===== src/design/emcl_defs.vh =====
// Purpose: Constants of the external memory controller: offsets, fields, resets, timing.
// Assumes: Included by its bare name from the design file.
// Notes: Register offsets are byte addresses inside the register window.
`ifndef EMCL_DEFS_VH
`define EMCL_DEFS_VH

`define EMCL_OFF_BANK_CTRL 8'h00
`define EMCL_OFF_NAND_CTRL 8'h04
`define EMCL_OFF_NAND_TIME 8'h08
`define EMCL_OFF_CLK_CTRL 8'h0c
`define EMCL_OFF_STATUS 8'h10
`define EMCL_MEM_SEL_BIT 16

`define EMCL_BANK_WRITE_FIFO_DISABLE 0
`define EMCL_BANK_CCLK_EN 1
`define EMCL_BANK_BUS32 2
`define EMCL_BANK_SYNC 3
`define EMCL_BANK_FIX 4
`define EMCL_BANK_BURST_HI 7
`define EMCL_BANK_BURST_LO 5
`define EMCL_NAND_WAITEN 0
`define EMCL_NAND_MODE 1

`define EMCL_BANK_RESET 8'h24
`define EMCL_NAND_RESET 2'h0
`define EMCL_TIME_RESET 24'h020201
`define EMCL_DIV_RESET 4'h1

`define EMCL_WAIT_STALL 8'hff
`define EMCL_DIV2 4'h1
`define EMCL_DUMMY_BEATS 2'h2
`define EMCL_FIX_GUARD 2'h2
`define EMCL_FIFO_DEPTH 3'h4
`define EMCL_FIFO_LAST 3'h3
`define EMCL_HOLD_MIN 8'h01

`endif


===== src/design/emcl_top.v =====
// Purpose: External memory controller with AHB-Lite slave, write FIFO and memory clock output.
// Assumes: One clock; external pins resynchronised; single word or narrower AHB transfers.
// Notes: Models the known limits of the controller; bank control bit 4 turns on the fixes.
// Overview of operation
// - Every synchronous burst read is followed by two extra read beats whose data is thrown away.
// - A NAND wait timing of all ones stalls the access forever with no fault, wait enable or not.
// - A NAND read waits out the busy level on the wait input before it samples read data unless setup is zero and hold at most one with the fix off.
// - Continuous clock at divide-by-two plus an asynchronous byte access to a 32-bit bank stops the clock.
// - A stopped clock restarts on any synchronous access or any access other than byte-on-32.
// - With the write FIFO bypassed, an empty event follows every single write.
// - A read arriving during a write is taken but held until the write FIFO is empty.
// - With the FIFO bypassed and the fix off, a read arriving within two cycles of the empty event is corrupted.
`include "emcl_defs.vh"
`timescale 1ns/1ps
`default_nettype none

module emcl_top (
  input wire i_clk,
  input wire i_rst_n,
  input wire i_hsel,
  input wire [31:0] i_haddr,
  input wire [1:0] i_htrans,
  input wire i_hwrite,
  input wire [2:0] i_hsize,
  input wire [31:0] i_hwdata,
  input wire i_hready,
  output reg o_hreadyout,
  output reg [31:0] o_hrdata,
  output reg o_hresp,
  output reg o_mem_clk,
  output reg o_mem_cs_n,
  output reg o_mem_oe_n,
  output reg o_mem_we_n,
  output reg [13:0] o_mem_addr,
  output reg [3:0] o_mem_be_n,
  output reg [31:0] o_mem_data,
  output reg o_mem_data_oe,
  input wire [31:0] i_mem_data,
  input wire i_wait_pin_n
);

  localparam [2:0] ST_IDLE = 3'h0;
  localparam [2:0] ST_SETUP = 3'h1;
  localparam [2:0] ST_ACCESS = 3'h2;
  localparam [2:0] ST_HOLD = 3'h3;
  localparam [2:0] ST_DUMMY = 3'h4;
  localparam [2:0] ST_STALL = 3'h5;
  localparam [2:0] ST_DONE = 3'h6;

  // Active-low byte enables from the AHB size and low address bits
  function [3:0] be_n_of;
    input [2:0] size;
    input [1:0] a;
    begin
      case (size)
        3'h0: be_n_of = ~(4'h1 << a);
        3'h1: be_n_of = a[1] ? 4'h3 : 4'hc;
        default: be_n_of = 4'h0;
      endcase
    end
  endfunction

  reg [7:0] bank_reg, dp_addr_reg, tcnt_reg, dummy_total_reg;
  reg [1:0] nand_reg, wr_ptr_reg, rd_ptr_reg, dummy_reg, guard_reg;
  reg [23:0] time_reg;
  reg [3:0] div_reg, req_be_reg, div_cnt_reg;
  reg wait_s1_reg, wait_s2_reg, dp_reg_wr_reg, pend_wr_reg, pend_rd_reg, req_byte_reg;
  reg op_rd_reg, empty_evt_reg, empty_evt_d_reg, corrupt_reg, clk_stop_reg;
  reg [31:0] mdat_s1_reg, mdat_s2_reg, cap_reg;
  reg [13:0] req_addr_reg;
  reg [2:0] cnt_reg, st_reg, beat_reg;
  reg [31:0] fifo_data [0:3];
  reg [13:0] fifo_addr [0:3];
  reg [3:0] fifo_be [0:3];
  reg fifo_byte [0:3];

  wire write_fifo_disable = bank_reg[`EMCL_BANK_WRITE_FIFO_DISABLE];
  wire cclk_en = bank_reg[`EMCL_BANK_CCLK_EN];
  wire bus32 = bank_reg[`EMCL_BANK_BUS32];
  wire sync_mode = bank_reg[`EMCL_BANK_SYNC];
  wire fix_en = bank_reg[`EMCL_BANK_FIX];
  wire [2:0] burst_raw = bank_reg[`EMCL_BANK_BURST_HI:`EMCL_BANK_BURST_LO];
  wire [2:0] burst_len = (burst_raw == 3'h0) ? 3'h1 : burst_raw;
  wire waiten = nand_reg[`EMCL_NAND_WAITEN];
  wire nand_mode = nand_reg[`EMCL_NAND_MODE];
  wire [7:0] t_setup = time_reg[7:0];
  wire [7:0] t_wait = time_reg[15:8];
  wire [7:0] t_hold = time_reg[23:16];
  wire [3:0] div_m1 = (div_reg == 4'h0) ? 4'h0 : div_reg - 4'h1;

  wire addr_ok = i_hsel & i_htrans[1] & i_hready;
  wire is_mem = i_haddr[`EMCL_MEM_SEL_BIT];
  wire mem_idle = (st_reg == ST_IDLE);
  wire fifo_empty = (cnt_reg == 3'h0);
  wire fifo_push = pend_wr_reg & (cnt_reg != `EMCL_FIFO_DEPTH);
  wire fifo_pop = (st_reg == ST_DONE) & ~op_rd_reg;
  wire empty_now = fifo_pop & ~fifo_push & (cnt_reg == 3'h1);
  wire start_wr = mem_idle & ~fifo_empty;
  wire start_rd = mem_idle & fifo_empty & ~pend_wr_reg & pend_rd_reg & (guard_reg == 2'h0);
  wire start_any = start_wr | start_rd;
  wire start_byte = start_wr ? fifo_byte[rd_ptr_reg] : req_byte_reg;
  // Busy is missed with zero setup and short hold unless the fix is on
  wire busy_seen = fix_en | (t_setup != 8'h00) | (t_hold > `EMCL_HOLD_MIN);
  wire observe = nand_mode & (op_rd_reg | waiten) & busy_seen;
  wire clk_run = (cclk_en & ~clk_stop_reg) | (sync_mode & ~mem_idle);

  reg [31:0] reg_rdata;
  always @* begin
    reg_rdata = 32'h0;
    case (i_haddr[7:0])
      `EMCL_OFF_BANK_CTRL: reg_rdata = {24'h0, bank_reg};
      `EMCL_OFF_NAND_CTRL: reg_rdata = {30'h0, nand_reg};
      `EMCL_OFF_NAND_TIME: reg_rdata = {8'h0, time_reg};
      `EMCL_OFF_CLK_CTRL: reg_rdata = {28'h0, div_reg};
      `EMCL_OFF_STATUS: reg_rdata = {13'h0, cnt_reg, dummy_total_reg, 3'h0, corrupt_reg,
        (st_reg == ST_STALL), ~mem_idle, fifo_empty, clk_stop_reg};
      default: reg_rdata = 32'h0;
    endcase
  end

  always @(posedge i_clk) begin
    wait_s1_reg <= i_wait_pin_n;
    wait_s2_reg <= wait_s1_reg;
    mdat_s1_reg <= i_mem_data;
    mdat_s2_reg <= mdat_s1_reg;
    if (fifo_push) begin
      fifo_data[wr_ptr_reg] <= i_hwdata;
      fifo_addr[wr_ptr_reg] <= req_addr_reg;
      fifo_be[wr_ptr_reg] <= req_be_reg;
      fifo_byte[wr_ptr_reg] <= req_byte_reg;
    end
  end

  always @(posedge i_clk) begin
    if (!i_rst_n) begin
      bank_reg <= `EMCL_BANK_RESET;
      nand_reg <= `EMCL_NAND_RESET;
      time_reg <= `EMCL_TIME_RESET;
      div_reg <= `EMCL_DIV_RESET;
      o_hreadyout <= 1'b1;
      o_hrdata <= 32'h0;
      o_hresp <= 1'b0;
      o_mem_clk <= 1'b0;
      o_mem_cs_n <= 1'b1;
      o_mem_oe_n <= 1'b1;
      o_mem_we_n <= 1'b1;
      o_mem_addr <= 14'h0;
      o_mem_be_n <= 4'hf;
      o_mem_data <= 32'h0;
      o_mem_data_oe <= 1'b0;
      dp_reg_wr_reg <= 1'b0;
      dp_addr_reg <= 8'h0;
      pend_wr_reg <= 1'b0;
      pend_rd_reg <= 1'b0;
      req_addr_reg <= 14'h0;
      req_be_reg <= 4'hf;
      req_byte_reg <= 1'b0;
      wr_ptr_reg <= 2'h0;
      rd_ptr_reg <= 2'h0;
      cnt_reg <= 3'h0;
      st_reg <= ST_IDLE;
      tcnt_reg <= 8'h0;
      op_rd_reg <= 1'b0;
      beat_reg <= 3'h0;
      dummy_reg <= 2'h0;
      cap_reg <= 32'h0;
      empty_evt_reg <= 1'b0;
      empty_evt_d_reg <= 1'b0;
      guard_reg <= 2'h0;
      corrupt_reg <= 1'b0;
      div_cnt_reg <= 4'h0;
      clk_stop_reg <= 1'b0;
      dummy_total_reg <= 8'h0;
    end else begin
      // Register writes land in the data phase
      dp_reg_wr_reg <= 1'b0;
      if (dp_reg_wr_reg) begin
        case (dp_addr_reg)
          `EMCL_OFF_BANK_CTRL: bank_reg <= i_hwdata[7:0];
          `EMCL_OFF_NAND_CTRL: nand_reg <= i_hwdata[1:0];
          `EMCL_OFF_NAND_TIME: time_reg <= i_hwdata[23:0];
          `EMCL_OFF_CLK_CTRL: div_reg <= i_hwdata[3:0];
          default: ;
        endcase
      end
      // Write FIFO bookkeeping; bypass keeps the bus waiting for the empty event
      if (fifo_push) begin
        wr_ptr_reg <= wr_ptr_reg + 2'h1;
        pend_wr_reg <= 1'b0;
        if (!write_fifo_disable)
          o_hreadyout <= 1'b1;
      end
      if (fifo_pop)
        rd_ptr_reg <= rd_ptr_reg + 2'h1;
      cnt_reg <= cnt_reg + {2'h0, fifo_push} - {2'h0, fifo_pop};
      empty_evt_reg <= empty_now;
      empty_evt_d_reg <= empty_evt_reg;
      if (empty_now & write_fifo_disable & ~pend_wr_reg)
        o_hreadyout <= 1'b1;
      if (guard_reg != 2'h0)
        guard_reg <= guard_reg - 2'h1;
      // Memory clock: stops spuriously, restarts on a qualifying access
      if (clk_run) begin
        if (div_cnt_reg == 4'h0) begin
          o_mem_clk <= ~o_mem_clk;
          div_cnt_reg <= div_m1;
        end else begin
          div_cnt_reg <= div_cnt_reg - 4'h1;
        end
      end else begin
        o_mem_clk <= 1'b0;
        div_cnt_reg <= 4'h0;
      end
      // Access engine
      case (st_reg)
        ST_IDLE: begin
          if (start_any) begin
            op_rd_reg <= ~start_wr;
            o_mem_cs_n <= 1'b0;
            o_mem_addr <= start_wr ? fifo_addr[rd_ptr_reg] : req_addr_reg;
            o_mem_be_n <= start_wr ? fifo_be[rd_ptr_reg] : req_be_reg;
            o_mem_data <= fifo_data[rd_ptr_reg];
            o_mem_data_oe <= start_wr;
            beat_reg <= burst_len;
            if (start_rd)
              pend_rd_reg <= 1'b0;
            if (cclk_en & (div_reg == `EMCL_DIV2) & bus32 & start_byte & ~sync_mode)
              clk_stop_reg <= 1'b1;
            else
              clk_stop_reg <= 1'b0;
            if (t_setup != 8'h00) begin
              st_reg <= ST_SETUP;
              tcnt_reg <= t_setup - 8'h01;
            end else begin
              st_reg <= ST_ACCESS;
              tcnt_reg <= t_wait;
              o_mem_oe_n <= start_wr;
              o_mem_we_n <= ~start_wr;
            end
          end
        end
        ST_SETUP: begin
          if (tcnt_reg == 8'h00) begin
            st_reg <= ST_ACCESS;
            tcnt_reg <= t_wait;
            o_mem_oe_n <= ~op_rd_reg;
            o_mem_we_n <= op_rd_reg;
          end else begin
            tcnt_reg <= tcnt_reg - 8'h01;
          end
        end
        ST_ACCESS: begin
          if (nand_mode & (t_wait == `EMCL_WAIT_STALL)) begin
            st_reg <= ST_STALL;
          end else if (tcnt_reg != 8'h00) begin
            tcnt_reg <= tcnt_reg - 8'h01;
          end else if (observe & ~wait_s2_reg) begin
            tcnt_reg <= 8'h00;
          end else begin
            if (op_rd_reg & (beat_reg == burst_len))
              cap_reg <= mdat_s2_reg;
            if (op_rd_reg & sync_mode & (beat_reg != 3'h1)) begin
              beat_reg <= beat_reg - 3'h1;
              tcnt_reg <= t_wait;
            end else if (op_rd_reg & sync_mode) begin
              st_reg <= ST_DUMMY;
              dummy_reg <= `EMCL_DUMMY_BEATS;
            end else begin
              o_mem_oe_n <= 1'b1;
              o_mem_we_n <= 1'b1;
              st_reg <= (t_hold != 8'h00) ? ST_HOLD : ST_DONE;
              tcnt_reg <= t_hold - 8'h01;
            end
          end
        end
        ST_DUMMY: begin
          // Extra beats are read and dropped
          dummy_reg <= dummy_reg - 2'h1;
          dummy_total_reg <= dummy_total_reg + 8'h01;
          if (dummy_reg == 2'h1) begin
            o_mem_oe_n <= 1'b1;
            st_reg <= ST_DONE;
          end
        end
        ST_HOLD: begin
          if (tcnt_reg == 8'h00)
            st_reg <= ST_DONE;
          else
            tcnt_reg <= tcnt_reg - 8'h01;
        end
        ST_STALL: st_reg <= ST_STALL;
        ST_DONE: begin
          st_reg <= ST_IDLE;
          o_mem_cs_n <= 1'b1;
          o_mem_data_oe <= 1'b0;
          if (op_rd_reg) begin
            o_hrdata <= corrupt_reg ? ~cap_reg : cap_reg;
            o_hreadyout <= 1'b1;
            corrupt_reg <= 1'b0;
          end
        end
        default: st_reg <= ST_IDLE;
      endcase
      // Address phase; placed last so a new request wins over data-phase updates
      if (addr_ok) begin
        if (!is_mem) begin
          dp_reg_wr_reg <= i_hwrite;
          dp_addr_reg <= i_haddr[7:0];
          if (!i_hwrite)
            o_hrdata <= reg_rdata;
        end else begin
          req_addr_reg <= i_haddr[15:2];
          req_be_reg <= be_n_of(i_hsize, i_haddr[1:0]);
          req_byte_reg <= (i_hsize == 3'h0);
          if (i_hwrite) begin
            pend_wr_reg <= 1'b1;
            if (write_fifo_disable | (cnt_reg >= `EMCL_FIFO_LAST))
              o_hreadyout <= 1'b0;
          end else begin
            pend_rd_reg <= 1'b1;
            o_hreadyout <= 1'b0;
            if (write_fifo_disable & (empty_evt_reg | empty_evt_d_reg)) begin
              if (fix_en)
                guard_reg <= `EMCL_FIX_GUARD;
              else
                corrupt_reg <= 1'b1;
            end
          end
        end
      end
    end
  end

endmodule
`default_nettype wire


===== config.mk =====
export PLATFORM = sky130hd
export DESIGN_NAME = emcl_top
export DESIGN_NICKNAME = d
export VERILOG_FILES = /design/src/design/emcl_top.v
export VERILOG_INCLUDE_DIRS = /design/src /design/src/design
export SDC_FILE = /design/constraint.sdc
export NUM_CORES = 1
export LEC_CHECK = 0
export BUFFER_PORTS_ARGS = -buffer_cell sky130_fd_sc_hd__clkbuf_2
export CAP_MARGIN = 40
export CORE_UTILIZATION = 45
export DETAILED_ROUTE_END_ITERATION = 10
export PLACE_DENSITY_LB_ADDON = 0.1
export SLEW_MARGIN = 20
export SYNTH_ARGS = -nofsm -noshare
export SYNTH_HDL_FRONTEND = slang
export SYNTH_SLANG_ARGS = --single-unit

===== constraint.sdc =====
create_clock -name i_clk -period 3.25 [get_ports i_clk]
set_clock_uncertainty 0.15 [all_clocks]
set_input_delay 0.325 -clock i_clk [delete_from_list [all_inputs] [get_ports i_clk]]
set_output_delay 0.325 -clock i_clk [all_outputs]
set_load 0.01 [all_outputs]

# [Word level (Yosys, flattened, before mapping)]
# Memory sizes are Yosys's and may differ from the RTL's. A register that Yosys moved wholly into a read port is not among the register bits.
# Cells that the tools add are included.
# Widths: inputs -> output; s select.
[word_totals] in_bits=107 register_bits=264 mem_count=4 out_inout_bits=89 ram_bits=204 wordCells=296 mem_bits_ro=0 latchBits=0
[classes] n_eq_ne=38 div=0 bitwise=52 mul=0 reduce_logical=38 shifts=1 muxes=108 n_addsub=13 order_cmp=2
[memory_table] name="fifo_data" depth=4 width=32 rd=1 rd_ports_with_merged_regs=1 write_ports=1 line_no="emcl_top.v:72" rtl="reg [31:0] fifo_data [0:3];"
[memory_table] name="fifo_addr" depth=4 width=14 rd=1 rd_ports_with_merged_regs=1 write_ports=1 line_no="emcl_top.v:73" rtl="reg [13:0] fifo_addr [0:3];"
[memory_table] name="fifo_be" depth=4 width=4 rd=1 rd_ports_with_merged_regs=1 write_ports=1 line_no="emcl_top.v:74" rtl="reg [3:0] fifo_be [0:3];"
[memory_table] name="fifo_byte" depth=4 width=1 rd=1 rd_ports_with_merged_regs=1 write_ports=1 line_no="emcl_top.v:75" rtl="reg fifo_byte [0:3];"
[op_table] op="$mux 32" n=6
[op_table] op="$pmux 24 s5" n=1
[op_table] op="$mux 8" n=9
[op_table] op="$mux 3" n=16
[op_table] op="$mux 1" n=44
[op_table] op="$mux 2" n=18
[op_table] op="$eq 8x4->1 const B" n=4
[op_table] op="$not 32->32" n=1
[op_table] op="$pmux 8 s4" n=1
[op_table] op="$and 1x1->1" n=27
[op_table] op="$logic_not 8->1" n=3
[op_table] op="$ne 2x2->1 const B" n=12
[op_table] op="$reduce_bool 8->1" n=3
[op_table] op="$sub 8x1->8 const B" n=3
[op_table] op="$pmux 3 s6" n=1
[op_table] op="$reduce_and 2->1" n=9
[op_table] op="$eq 8x3->1 const B" n=2
[op_table] op="$mux 4" n=4
[op_table] op="$not 1->1" n=16
[op_table] op="$mux 14" n=1
[op_table] op="$logic_not 3->1" n=4
[op_table] op="$ne 3x3->1 const B" n=4
[op_table] op="$reduce_and 6->1" n=2
[op_table] op="$reduce_and 10->1" n=1
[op_table] op="39 further kinds" n=60

# [Depth between registers and ports, before layout]
# Gate-level depths: netlist of run 1.
[depth] depth_word=14 ltp_mapped=11 ltp_nobuf=10

# [Least setup slack after synthesis of run 1]
# Ideal clock, no wire load.
[synth_path] kind="register to register" startpoint="reg time_reg[20]" endpoint="reg cap_reg[10]" path_buffers=2 t_required_ps=2984 synth_period_minus_slack_ps=2964 arrival_ps=2698 slack_ps=286 setup_ps=116 stages_incl_launch_ff=9 cell_sequence="dfxtp_1 buf_6 or4_4 or4b_4 o31ai_4 nor4b_4 buf_6 mux2i_1 nor2b_1"
[synth_between] elab_chain_len=6
[synth_rtl] element="start: declaration" line_no="emcl_top.v:65" rtl="reg [23:0] time_reg;"
[synth_rtl] element="start signal: assignment" line_no="emcl_top.v:138" rtl="time_reg <= `EMCL_TIME_RESET;"
[synth_rtl] element="start signal: assignment" line_no="emcl_top.v:181" rtl="`EMCL_OFF_NAND_TIME: time_reg <= i_hwdata[23:0];"
[synth_rtl] element="$gt 8x1->1 (no source line)"
[synth_rtl] element="$or 1x1->1" line_no="emcl_top.v:103" rtl="wire busy_seen = fix_en | (t_setup != 8'h00) | (t_hold > `EMCL_HOLD_MIN);"
[synth_rtl] element="$and 1x1->1" line_no="emcl_top.v:104" rtl="wire observe = nand_mode & (op_rd_reg | waiten) & busy_seen;"
[synth_rtl] element="$and 1x1->1" line_no="emcl_top.v:257" rtl="end else if (observe & ~wait_s2_reg) begin"
[synth_rtl] element="$not 1->1 (no source line)"
[synth_rtl] element="$reduce_and 5->1 (no source line)"
[synth_rtl] element="end signal: assignment" line_no="emcl_top.v:261" rtl="cap_reg <= mdat_s2_reg;"
[synth_rtl] element="end: declaration" line_no="emcl_top.v:69" rtl="reg [31:0] mdat_s1_reg, mdat_s2_reg, cap_reg;"
# No other way between the ends.
# A chain may end at the register's enable or synchronous reset.

# [Final worst setup path of run 1]
[layout_path] startpoint="reg time_reg[23]" endpoint="reg o_mem_we_n"
[layout_between] elab_chain_len=6
[layout_rtl] element="$gt 8x1->1 (no source line)"
[layout_rtl] element="$or 1x1->1" line_no="emcl_top.v:103"
[layout_rtl] element="$and 1x1->1" line_no="emcl_top.v:104"
[layout_rtl] element="$and 1x1->1" line_no="emcl_top.v:257"
[layout_rtl] element="$ne 2x2->1 (no source line)"
[layout_rtl] element="$reduce_and 9->1 (no source line)"
[layout_rtl] element="end signal: assignment" line_no="emcl_top.v:238" rtl="o_mem_we_n <= ~start_wr;"
[layout_rtl] element="end signal: assignment" line_no="emcl_top.v:247" rtl="o_mem_we_n <= op_rd_reg;"
[layout_rtl] element="end: declaration" line_no="emcl_top.v:33" rtl="output reg o_mem_we_n,"
# No other way between the ends.

==> results_dict.tcl, run 1 <==
set metrics [dict create \
    cts_resized 0 \
    post_cts_buffers 0 \
    seqPwrFrac_pct 46.6 \
    via_per_inst 5.26 \
    synthXorXnorAreaFrac_pct 2.51 \
    core_um2 43400 \
    max_slew_margin_pct 53.1 \
    setup_tns_ns 0 \
    clkPwrFrac_pct 42.1 \
    leakage_nw 8.81 \
    synth_edf_count 204 \
    yosysUniqueCellTypes 76 \
    r2r_slack_ns 0.22 \
    drtPass1Iterations 5 \
    synth-simple-area-share_pct 13.4 \
    drt-wirelength-per-cell_um 18.9 \
    reg_top3 "fifo_data (128), fifo_addr (56)" \
    slew_violations 0 \
    swShare_pct 24.0 \
    largest_register "fifo_data" \
    grt_usage_pct 21.9 \
    htree_levels 2 \
    path_max_fanout 4 \
    grt_pass1_wl_mm 75.5 \
    arrival_ns 3.32 \
    synth_area_um2 19900 \
    ys_ff_latch 502 \
    synthAdderAreaFrac_pct 1.35 \
    start_kind "register" \
    status "finished clean" \
    port_buffers 178 \
    ys_warn_count 0 \
    synth-compound-area-share_pct 10.7 \
    grt_pass1_vias 13300 \
    yosys.area.top_type_share_pct 30.8 \
    combinationalPowerShare_pct 11.3 \
    drv_cap 0 \
    layout.nets 2083 \
    synth_top_area_cell "edfxtp_1" \
    cts_tree "built" \
    async_flop_share_pct 0 \
    reg2reg_depth 6 \
    drc 0 \
    synthesis.nets 1798 \
    cts.reportedPaths.clkPinSlew_ns 0.07 \
    fin_crit_ns 3.03 \
    io_pins 196 \
    start_util_pct 45.8 \
    die_w_um 212 \
    ys_seq_area_share_pct 60.8 \
    vias 13600 \
    synthFlopType "dfxtp_1" \
    min_to "fifo_data[3][0]" \
    worstHoldStart "i_hwdata[0]" \
    rsz0062_at_grt "no" \
    p_switching_w 0.00349 \
    holdWs_ns 0.0348 \
    worstMarginPinSlew_ns 0.702 \
    gp_congestion 0.871 \
    endpoint_kind "register" \
    synthCells 1671 \
    cts_sinks 502 \
    ant_nets 0 \
    cp.required_ns 3.54 \
    worstSetupPathType "reg2reg" \
    largest_reg_flops 128 \
    internal_power_w 0.0111 \
    synth_mux_area_share_pct 8.54 \
    wirelength_mm 48.7 \
    finalCritPeriodShare_pct 93.1 \
    max_freq_mhz 330 \
    irDropWorstVdd_mv 0.466 \
    p_per_area_nw_per_um2 597 \
    synth_top_family_by_area "simple AND/OR/NAND/NOR gates" \
    die_h_um 212 \
    cts_buffers 52 \
    overflow 0 \
    drtIter0Drc 1026 \
    grt_max_degree 77 \
    ys_top_cells_by_area "edfxtp_1 (31%), dfxtp_1 (30%), mux4_2 (5.8%), nand2_1 (4.9%), a21boi_0 (3.0%)" \
    syn_to_final_growth_pct 22.6 \
    hpwl_mm 32.0 \
    r2r_end "o_mem_we_n" \
    dieArea_um2 45000 \
    cts-root-buf "clkbuf_16" \
    regToRegStartpoint "time_reg[23]" \
    final_hold_viol_count 0 \
    avgSynthCellArea_um2 11.9 \
    insertion_delay_ns 0.60 \
    worstHoldPathType "in2reg" \
    setup_viol 0 \
    std_cell_rows 76 \
    grt_antenna_before_repair 1 \
    drive_above_1_share_pct 20.1 \
    whs_path_depth 1 \
    clk_path_buf_depth 3 \
    n_antenna_cell 0 \
]
-- timing repair --
item,in CTS,in global routing
hold buffers,87,0
endpoints found under the setup margin,0,0
hold endpoints to repair,224,0
-- metrics by stage --
step	cell area, um^2	power (W)	setup slack [ns]	std cells	util [%]
after floorplan	19900	0.00784	0.286	1671	-
after global placement	21700	0.00845	0.247	2396	50.0
after detailed placement	21700	0.00846	0.220	2400	50.1
after CTS	24400	0.0147	0.214	2583	56.2
after global routing	24400	0.0151	0.0658	2583	56.2
final	24400	0.0145	0.223	2583	56.2
-- final cells by class --
| type | instances | area (um^2) |
|---|---|---|
| Clock buffer | 81 | 1560 |
| Tap cell | 585 | 732 |
| Fill cell | 3742 | 19000 |
| Clock inverter | 15 | 215 |
| Inverter | 27 | 101 |
| Sequential cell | 502 | 12100 |
| Multi-Input combinational cell | 1039 | 7270 |
| Timing Repair Buffer | 334 | 2400 |
-- how the worst max path moves through the flow --
stage / from / to / slack [ns] / depth (start not counted)
after detailed placement: time_reg[23] / o_mem_we_n / 0.22 / 6
after floorplan: time_reg[20] / cap_reg[10] / 0.29 / 8
after CTS: time_reg[23] / o_mem_we_n / 0.21 / 6
final: time_reg[23] / o_mem_we_n / 0.22 / 6
after global routing: time_reg[23] / o_mem_we_n / 0.07 / 6
after global placement: time_reg[23] / o_mem_we_n / 0.25 / 6
-- cells in the mapped netlist (15+ instances only) --
cell and n:
nor2b_1 77, a211oi_1 20, inv_1 27, and2_1 28, mux2i_1 47, a21boi_0 80
o21ai_0 46, nor3_1 15, nor2_1 74, edfxtp_1 204, ha_1 19, dfxtp_1 298
xnor2_1 47, nand2_1 261, mux4_2 51, a21oi_1 39, clkbuf_1 87, nand3_1 42
-- worst max-delay path, cell delays in order (launching register included) --
cell      delay [ns]
dfxtp_1         0.35
or4_4           0.55
or4b_4          0.58
o311a_2         0.40
or3b_2          0.49
o31ai_1         0.21
o311ai_0        0.15
-- cells by family after synthesis --
kind of cell    after synthesis
compound gates              295
xor+xnor                     57
fa+ha+maj                    21
buf+inv                     130
flops                       502
mux                         105
other cells                   1
simple gates                560
-- metal layers --
metal | GRT usage, % | vias up | routed length [um]
li1 | - | 6606 | -
met1 | 31.5 | 6576 | 23000
met2 | 34.0 | 345 | 22200
met3 | 3.55 | 63 | 2620
met4 | 6.72 | 0 | 939
met5 | 0 | - | 0
-- power by group through the flow --
stage	logic [W]	clock network, W	registers, W
3_5_place_dp	0.00154	0	0.00692
4_1_cts	0.00164	0.00628	0.00678
5_1_grt	0.00180	0.00653	0.00679
6_report	0.00164	0.00612	0.00678
2_1_floorplan	0.000961	0	0.00688
3_3_place_gp	0.00154	0	0.00691
-- placed cells by master, fill, tap and decap left out, types with 6 or more instances in the layout --
cell           Yosys  routed
buf_4              1      58
dfxtp_1          298     295
o21ai_0           46      46
buf_12             0       7
edfxtp_1         204     204
ha_1              19      19
inv_1             27      27
nor3b_1            8       8
clkbuf_1          87      16
clkbuf_2           1     177
nor3_1            15      14
and2_1            28      24
o211ai_1          13      13
nand2_1          261     261
nor2_1            74      74
nand3_1           42      42
o22ai_1            6       6
mux4_2            51      51
nand2b_1          11      11
nor2b_1           77      77
xor2_1            10      10
nor4_1             8       8
and3_1             7       7
nand4_1            6       6
a211oi_1          20      20
clkbuf_16          0      54
a21boi_0          80      80
o211a_1           14      14
a21oi_1           39      39
mux2_2             7       7
xnor2_1           47      47
a31oi_1           10      10
mux2i_1           47      47
a222oi_1          14      14
dlygate4sd3_1      0      87
clkbuf_8           0      11
Note: power is estimated with default switching activity, not from simulation.
==> run 2: changes to the inputs <==
==> constraint.sdc (replaced) <==
create_clock -name i_clk -period 2.6 [get_ports i_clk]
set_clock_uncertainty 0.15 [all_clocks]
set_input_delay 0.26 -clock i_clk [delete_from_list [all_inputs] [get_ports i_clk]]
set_output_delay 0.26 -clock i_clk [all_outputs]
set_load 0.01 [all_outputs]
==> run 2 against run 1 <==
Net effect:
- the flow now finishes with violations (setup timing)
- combinational power is 34% higher
- cell area is 2.8% higher
- sequential power is 25% higher
- critical path depth is 3 higher
- non-clock buffer count is 54 higher
- global-route usage is 0.92 points higher
- largest cell class unchanged
- largest power group unchanged
- highest routed layer unchanged
==> results_dict.tcl, run 2 (synthesis results as in run 1) <==
set metrics [dict create \
    status "finished, violations left" \
    violations "setup timing" \
    crit_chain "or4_4 > or4b_4 > o31ai_4 > nor4b_4 > buf_6 > buf_4 > buf_12 > mux2i_1 > nor2b_1" \
    finalCritPeriodShare_pct 106 \
    final_common_cell "dfxtp_1" \
    max_stage_delay_ns 0.54 \
    final_hold_viol_count 0 \
    path_max_fanout 8 \
    std_cell_rows 76 \
    power.total_w 0.0184 \
    endpoint_kind "register" \
    cp_num_buf_inv 3 \
    slew_violations 0 \
    grt_max_degree 72 \
    cts_sinks 502 \
    start_kind "register" \
    die_h_um 212 \
    hpwl_mm 33.1 \
    worstSetupPathType "reg2reg" \
    clk_path_buf_depth 3 \
    die_w_um 212 \
    r2r_end "cap_reg[14]" \
    arrival_ns 3.10 \
    start_util_pct 45.8 \
    port_buffers 178 \
    cts-root-buf "clkbuf_16" \
    drtIter0Drc 1089 \
    fin_crit_ns 2.77 \
    syn_to_final_growth_pct 26.1 \
    dieArea_um2 45000 \
    drt-wirelength-per-cell_um 19.1 \
    via_per_inst 5.27 \
    p_per_area_nw_per_um2 735 \
    place_area_um2 22100 \
    vias 13900 \
    n_antenna_cell 0 \
    r2r_slack_ns -0.17 \
    gp_congestion 0.869 \
    min_to "dp_addr_reg[7]" \
    worstMarginPinSlew_ns 0.729 \
    grt_pass1_vias 13600 \
    io_pins 196 \
    worstHoldStart "i_htrans[1]" \
    cts.reportedPaths.clkPinSlew_ns 0.06 \
    worstHoldPathType "in2reg" \
    use_met3_pct 3.38 \
    htree_levels 2 \
    largest_reg_flops 128 \
    cts_buffers 52 \
    rsz0062_at_grt "yes" \
    regToRegStartpoint "time_reg[23]" \
    met1_usage_pct 32.6 \
    crit_family "simple AND/OR/NAND/NOR gates" \
    drtPass1Iterations 5 \
    grt_antenna_before_repair 1 \
    reg_top3 "fifo_data (128), fifo_addr (56)" \
    holdWs_ns 0.127 \
    drv_cap 0 \
    cts_tree "built" \
    insertion_delay_ns 0.60 \
    core_um2 43400 \
    leakage_nw 9.17 \
    finalWorstSetupSlack_ns -0.167 \
    max_freq_mhz 361 \
    largest_register "fifo_data" \
    drive_above_1_share_pct 22.8 \
    gr-usage-met2_pct 36.0 \
    wirelength_mm 50.4 \
    critPathSlowestCell "or4b_4" \
    setup_tns_ns -4.88 \
    setup_viol 40 \
    overflow 0 \
    whs_path_depth 5 \
    fin_area_um2 25100 \
    max_slew_margin_pct 51.1 \
    grt_usage_pct 22.8 \
    grt_pass1_wl_mm 78.5 \
    placed_cells 2442 \
    mostFrequentLayoutCells "dfxtp_1 (294), nand2_1 (260), edfxtp_1 (204), clkbuf_2 (177), buf_4 (96)" \
    drc 0 \
    layout.nets 2137 \
    finalNonFillerCells 2638 \
    irDropWorstVdd_mv 0.545 \
    cp.required_ns 2.93 \
    top_usage_layer "met2" \
    reg2reg_depth 9 \
    ant_nets 0 \
]
[run 2: changes by cell type in the layout (fill, tap and decap cells not counted), sizes merged]
cell / previous run / this run
buf: 70 / 121
bufinv: 5 / 6
clkbuf: 258 / 251
clkinv: 9 / 12
clkinvlp: 0 / 2
dlygate4sd3: 87 / 90
inv: 28 / 30
[run 2: metrics by stage]
stage	utilization (%)	setup slack (ns)
3_3_place_gp	51.1	-0.188
5_1_grt	57.8	-0.281
2_1_floorplan	-	-0.216
4_1_cts	57.7	-0.177
6_report	57.8	-0.167
3_5_place_dp	51.1	-0.220
[run 2: final cells by class]
cell class / instances / area, um^2
fillers: 3661 / 18300
clock inverters: 23 / 305
flip-flops and latches: 502 / 12100
repair buffers: 388 / 2990
inverters: 27 / 101
clock buffers: 74 / 1510
well taps: 585 / 732
multi-input cells: 1039 / 7320
[run 2: worst max-delay path by stage]
stage,depth (start not counted),from,to
finish,9,time_reg[23],cap_reg[14]
global route,9,time_reg[23],cap_reg[25]
CTS,9,time_reg[23],cap_reg[16]
detailed placement,6,time_reg[23],o_mem_we_n
global placement,6,time_reg[23],o_mem_we_n
floorplan,7,time_reg[23],cap_reg[10]
[run 2: worst reg2reg max path, stage by stage, from the launching register on]
cell	delay [ns]
dfxtp_2	0.32
or4_4	0.52
or4b_4	0.54
o31ai_4	0.21
nor4b_4	0.24
buf_6	0.17
buf_4	0.13
buf_12	0.14
mux2i_1	0.19
nor2b_1	0.06
[run 2: what timing repair did]
action	4_1_cts	5_1_grt
hold buffers	90	0
gates resized for setup	8	10
endpoints found under the hold margin	260	0
setup endpoints to repair	38	44
gates cloned	3	0
pin swaps	5	4
buffers inserted	4	3
[run 2: power breakdown]
| part | internal (W) | switching (W) | total (W) | leakage [nW] |
|---|---|---|---|---|
| clock network | 0.00467 | 0.00310 | 0.00777 | 0.894 |
| logic | 0.000926 | 0.00127 | 0.00220 | 3.97 |
| registers | 0.00834 | 0.000111 | 0.00845 | 4.31 |
[run 2: routing by layer]
layer	part of all wire, %	routed length [um]	up-vias
met5	0	0	-
met3	5.6	2830	72
met2	46	23100	394
met1	47	23500	6748
met4	2.0	995	0
li1	-	-	6693
==> run 3: changes to the inputs <==
--- a/config.mk
+++ b/config.mk
@@ -8,6 +8,7 @@
 export LEC_CHECK = 0
 export BUFFER_PORTS_ARGS = -buffer_cell sky130_fd_sc_hd__clkbuf_2
 export CAP_MARGIN = 40
+export CORE_ASPECT_RATIO = 0.7
 export CORE_UTILIZATION = 45
 export DETAILED_ROUTE_END_ITERATION = 10
 export PLACE_DENSITY_LB_ADDON = 0.1
==> run 3 against run 2 <==
Net effect:
- the run still ends with setup timing left
- global-route usage rose by 0.57 points
- final cell count rose by 0.42%
- sequential power barely moved
- wire length rose by 4.6%
- die area barely moved
- clock power fell by 11%
- register-to-register slack got worse by 0.02 ns
- critical path type unchanged
- largest power group unchanged
==> results_dict.tcl, run 3 (synthesis results as in run 1) <==
set metrics [dict create \
    seqPwrFrac_pct 47.3 \
    finalWorstSetupSlack_ns -0.185 \
    grt_antenna_before_repair 0 \
    overflow 0 \
    worstHoldPathType "in2reg" \
    cts.reportedPaths.clkPinSlew_ns 0.06 \
    internal_power_w 0.0133 \
    start_util_pct 45.6 \
    p_per_area_nw_per_um2 717 \
    final_hold_viol_count 0 \
    r2r_end "cap_reg[5]" \
    insertion_delay_ns 0.57 \
    hpwl_mm 35.6 \
    dp_slack_ns -0.218 \
    drt-wirelength-per-cell_um 19.9 \
    gp_congestion 0.920 \
    p_switching_w 0.00451 \
    setup_viol 38 \
    drtPass1Iterations 5 \
    wirelength_mm 52.7 \
    cts_sinks 502 \
    vias 14100 \
    cp.required_ns 2.89 \
    die_w_um 253 \
    max_freq_mhz 359 \
    grt_usage_pct 23.4 \
    regToRegStartpoint "time_reg[23]" \
    reg2reg_depth 8 \
    dieArea_um2 45000 \
    setup_tns_ns -5.70 \
    worstMarginPinSlew_ns 0.685 \
    clk_path_buf_depth 3 \
    max_slew_margin_pct 54.3 \
    finalCritPeriodShare_pct 107 \
    clkPwrFrac_pct 38.9 \
    mostFrequentLayoutCells "dfxtp_1 (294), nand2_1 (261), edfxtp_1 (204), clkbuf_2 (178), buf_4 (111)" \
    rsz0062_at_grt "yes" \
    arrival_ns 3.08 \
    critPathSlowestCell "or4b_4" \
    core_um2 43600 \
    combinationalPowerShare_pct 13.8 \
    grt_pass1_vias 13500 \
    die_h_um 178 \
    start_kind "register" \
    drive_above_1_share_pct 22.6 \
    final_common_cell "dfxtp_1" \
    grt_max_degree 65 \
    htree_levels 2 \
    worstHoldStart "i_haddr[16]" \
    syn_to_final_growth_pct 25.2 \
    port_buffers 178 \
    irDropWorstVdd_mv 0.514 \
    grt_pass1_wl_mm 80.4 \
    largest_register "fifo_data" \
    min_to "dp_addr_reg[5]" \
    reg_top3 "fifo_data (128), fifo_addr (56)" \
    max_stage_delay_ns 0.55 \
    cts_buffers 47 \
    drtIter0Drc 1090 \
    fin_crit_ns 2.78 \
    ant_nets 0 \
    placed_cells 2466 \
    worstSetupPathType "reg2reg" \
    violations "setup timing" \
    cts-root-buf "clkbuf_16" \
    status "finished, violations left" \
    r2r_slack_ns -0.18 \
    drc 0 \
    layout.nets 2143 \
    largest_reg_flops 128 \
    seq_area_um2 12100 \
    cts_tree "built" \
    std_cell_rows 64 \
    whs_path_depth 4 \
    swShare_pct 25.3 \
    drv_cap 0 \
    slew_violations 0 \
    via_per_inst 5.31 \
    fill_cells 3701 \
    path_max_fanout 8 \
    endpoint_kind "register" \
    leakage_nw 9.12 \
    multi_input_area_um2 7320 \
    crit_chain "or4_4 > or4b_4 > o31ai_4 > nor4b_4 > buf_4 > buf_12 > mux2i_1 > nor2b_1" \
    finalNonFillerCells 2649 \
    io_pins 196 \
]
==> run 3: cell types whose count changed in the layout (fill, tap and decap cells not counted), sizes merged <==
cell,previous run,this run
buf,121,133
clkbuf,251,245
bufinv,6,4
clkinv,12,14
dlygate4sd3,90,88
inv,30,28
clkinvlp,2,1
diode,0,1
==> run 3: final cells by class <==
type                       instances  share of cell area, %
antenna                            1                 0.0101
clock buffer                      67                   5.32
clock inverter                    20                  0.905
inverter                          27                  0.407
multi-input combinational       1039                   29.4
sequential                       502                   48.6
tap                              594                   2.99
timing repair buffer             399                   12.3
==> run 3: per-layer routing <==
| metal | global-route usage [%] | share of wire [%] | routed length, um | vias up |
|---|---|---|---|---|
| met5 | 0 | 0 | 0 | - |
| met3 | 3.75 | 5.7 | 3020 | 60 |
| met1 | 35.5 | 49 | 26000 | 6945 |
| met2 | 35.3 | 44 | 23000 | 358 |
| met4 | 4.34 | 1.5 | 773 | 0 |
| li1 | - | - | - | 6716 |
==> run 3: per-stage QoR <==
step | total power [W] | util, % | hold slack (ns) | cell area (um^2)
after floorplan | 0.00981 | - | 0.138 | 19900
after global placement | 0.0109 | 51.0 | 0.160 | 22300
after detailed placement | 0.0109 | 51.0 | 0.163 | 22300
after CTS | 0.0179 | 56.8 | 0.0111 | 24800
after global routing | 0.0185 | 57.0 | 0.0716 | 24900
final | 0.0178 | 57.0 | 0.0341 | 24900
==> run 3: repair_timing <==
action	CTS	global route
hold endpoints to repair	235	0
pin swaps	5	5
hold buffers	88	0
gates resized for setup	5	7
cloned	2	1
setup endpoints to repair	38	45
buffers inserted	3	1
==> run 3: worst max-delay path by stage <==
stage               slack [ns]         start  cells past startpoint     endpoint
floorplan                -0.22  time_reg[23]                      7  cap_reg[10]
global placement         -0.19  time_reg[23]                      6   o_mem_we_n
detailed placement       -0.22  time_reg[23]                      6   o_mem_we_n
CTS                      -0.21  time_reg[23]                      8   cap_reg[7]
global route             -0.26  time_reg[23]                      8   cap_reg[8]
finish                   -0.18  time_reg[23]                      8   cap_reg[5]
==> run 3: critical path, delay by kind of cell (launching register included) <==
kind,cells,cell delay (ns)
AND/OR/NAND/NOR,4,1.41
buffers and inverters,2,0.38
flip-flops,1,0.32
AO/OA/AOI/OAI,1,0.20
multiplexers,1,0.20
==> run 3: power by group through the flow <==
stage	Clock [W]	Sequential, W	Combinational (W)
6_report	0.00695	0.00843	0.00247
5_1_grt	0.00741	0.00845	0.00264
4_1_cts	0.00708	0.00843	0.00238
3_5_place_dp	0	0.00861	0.00226
3_3_place_gp	0	0.00860	0.00229
2_1_floorplan	0	0.00860	0.00121
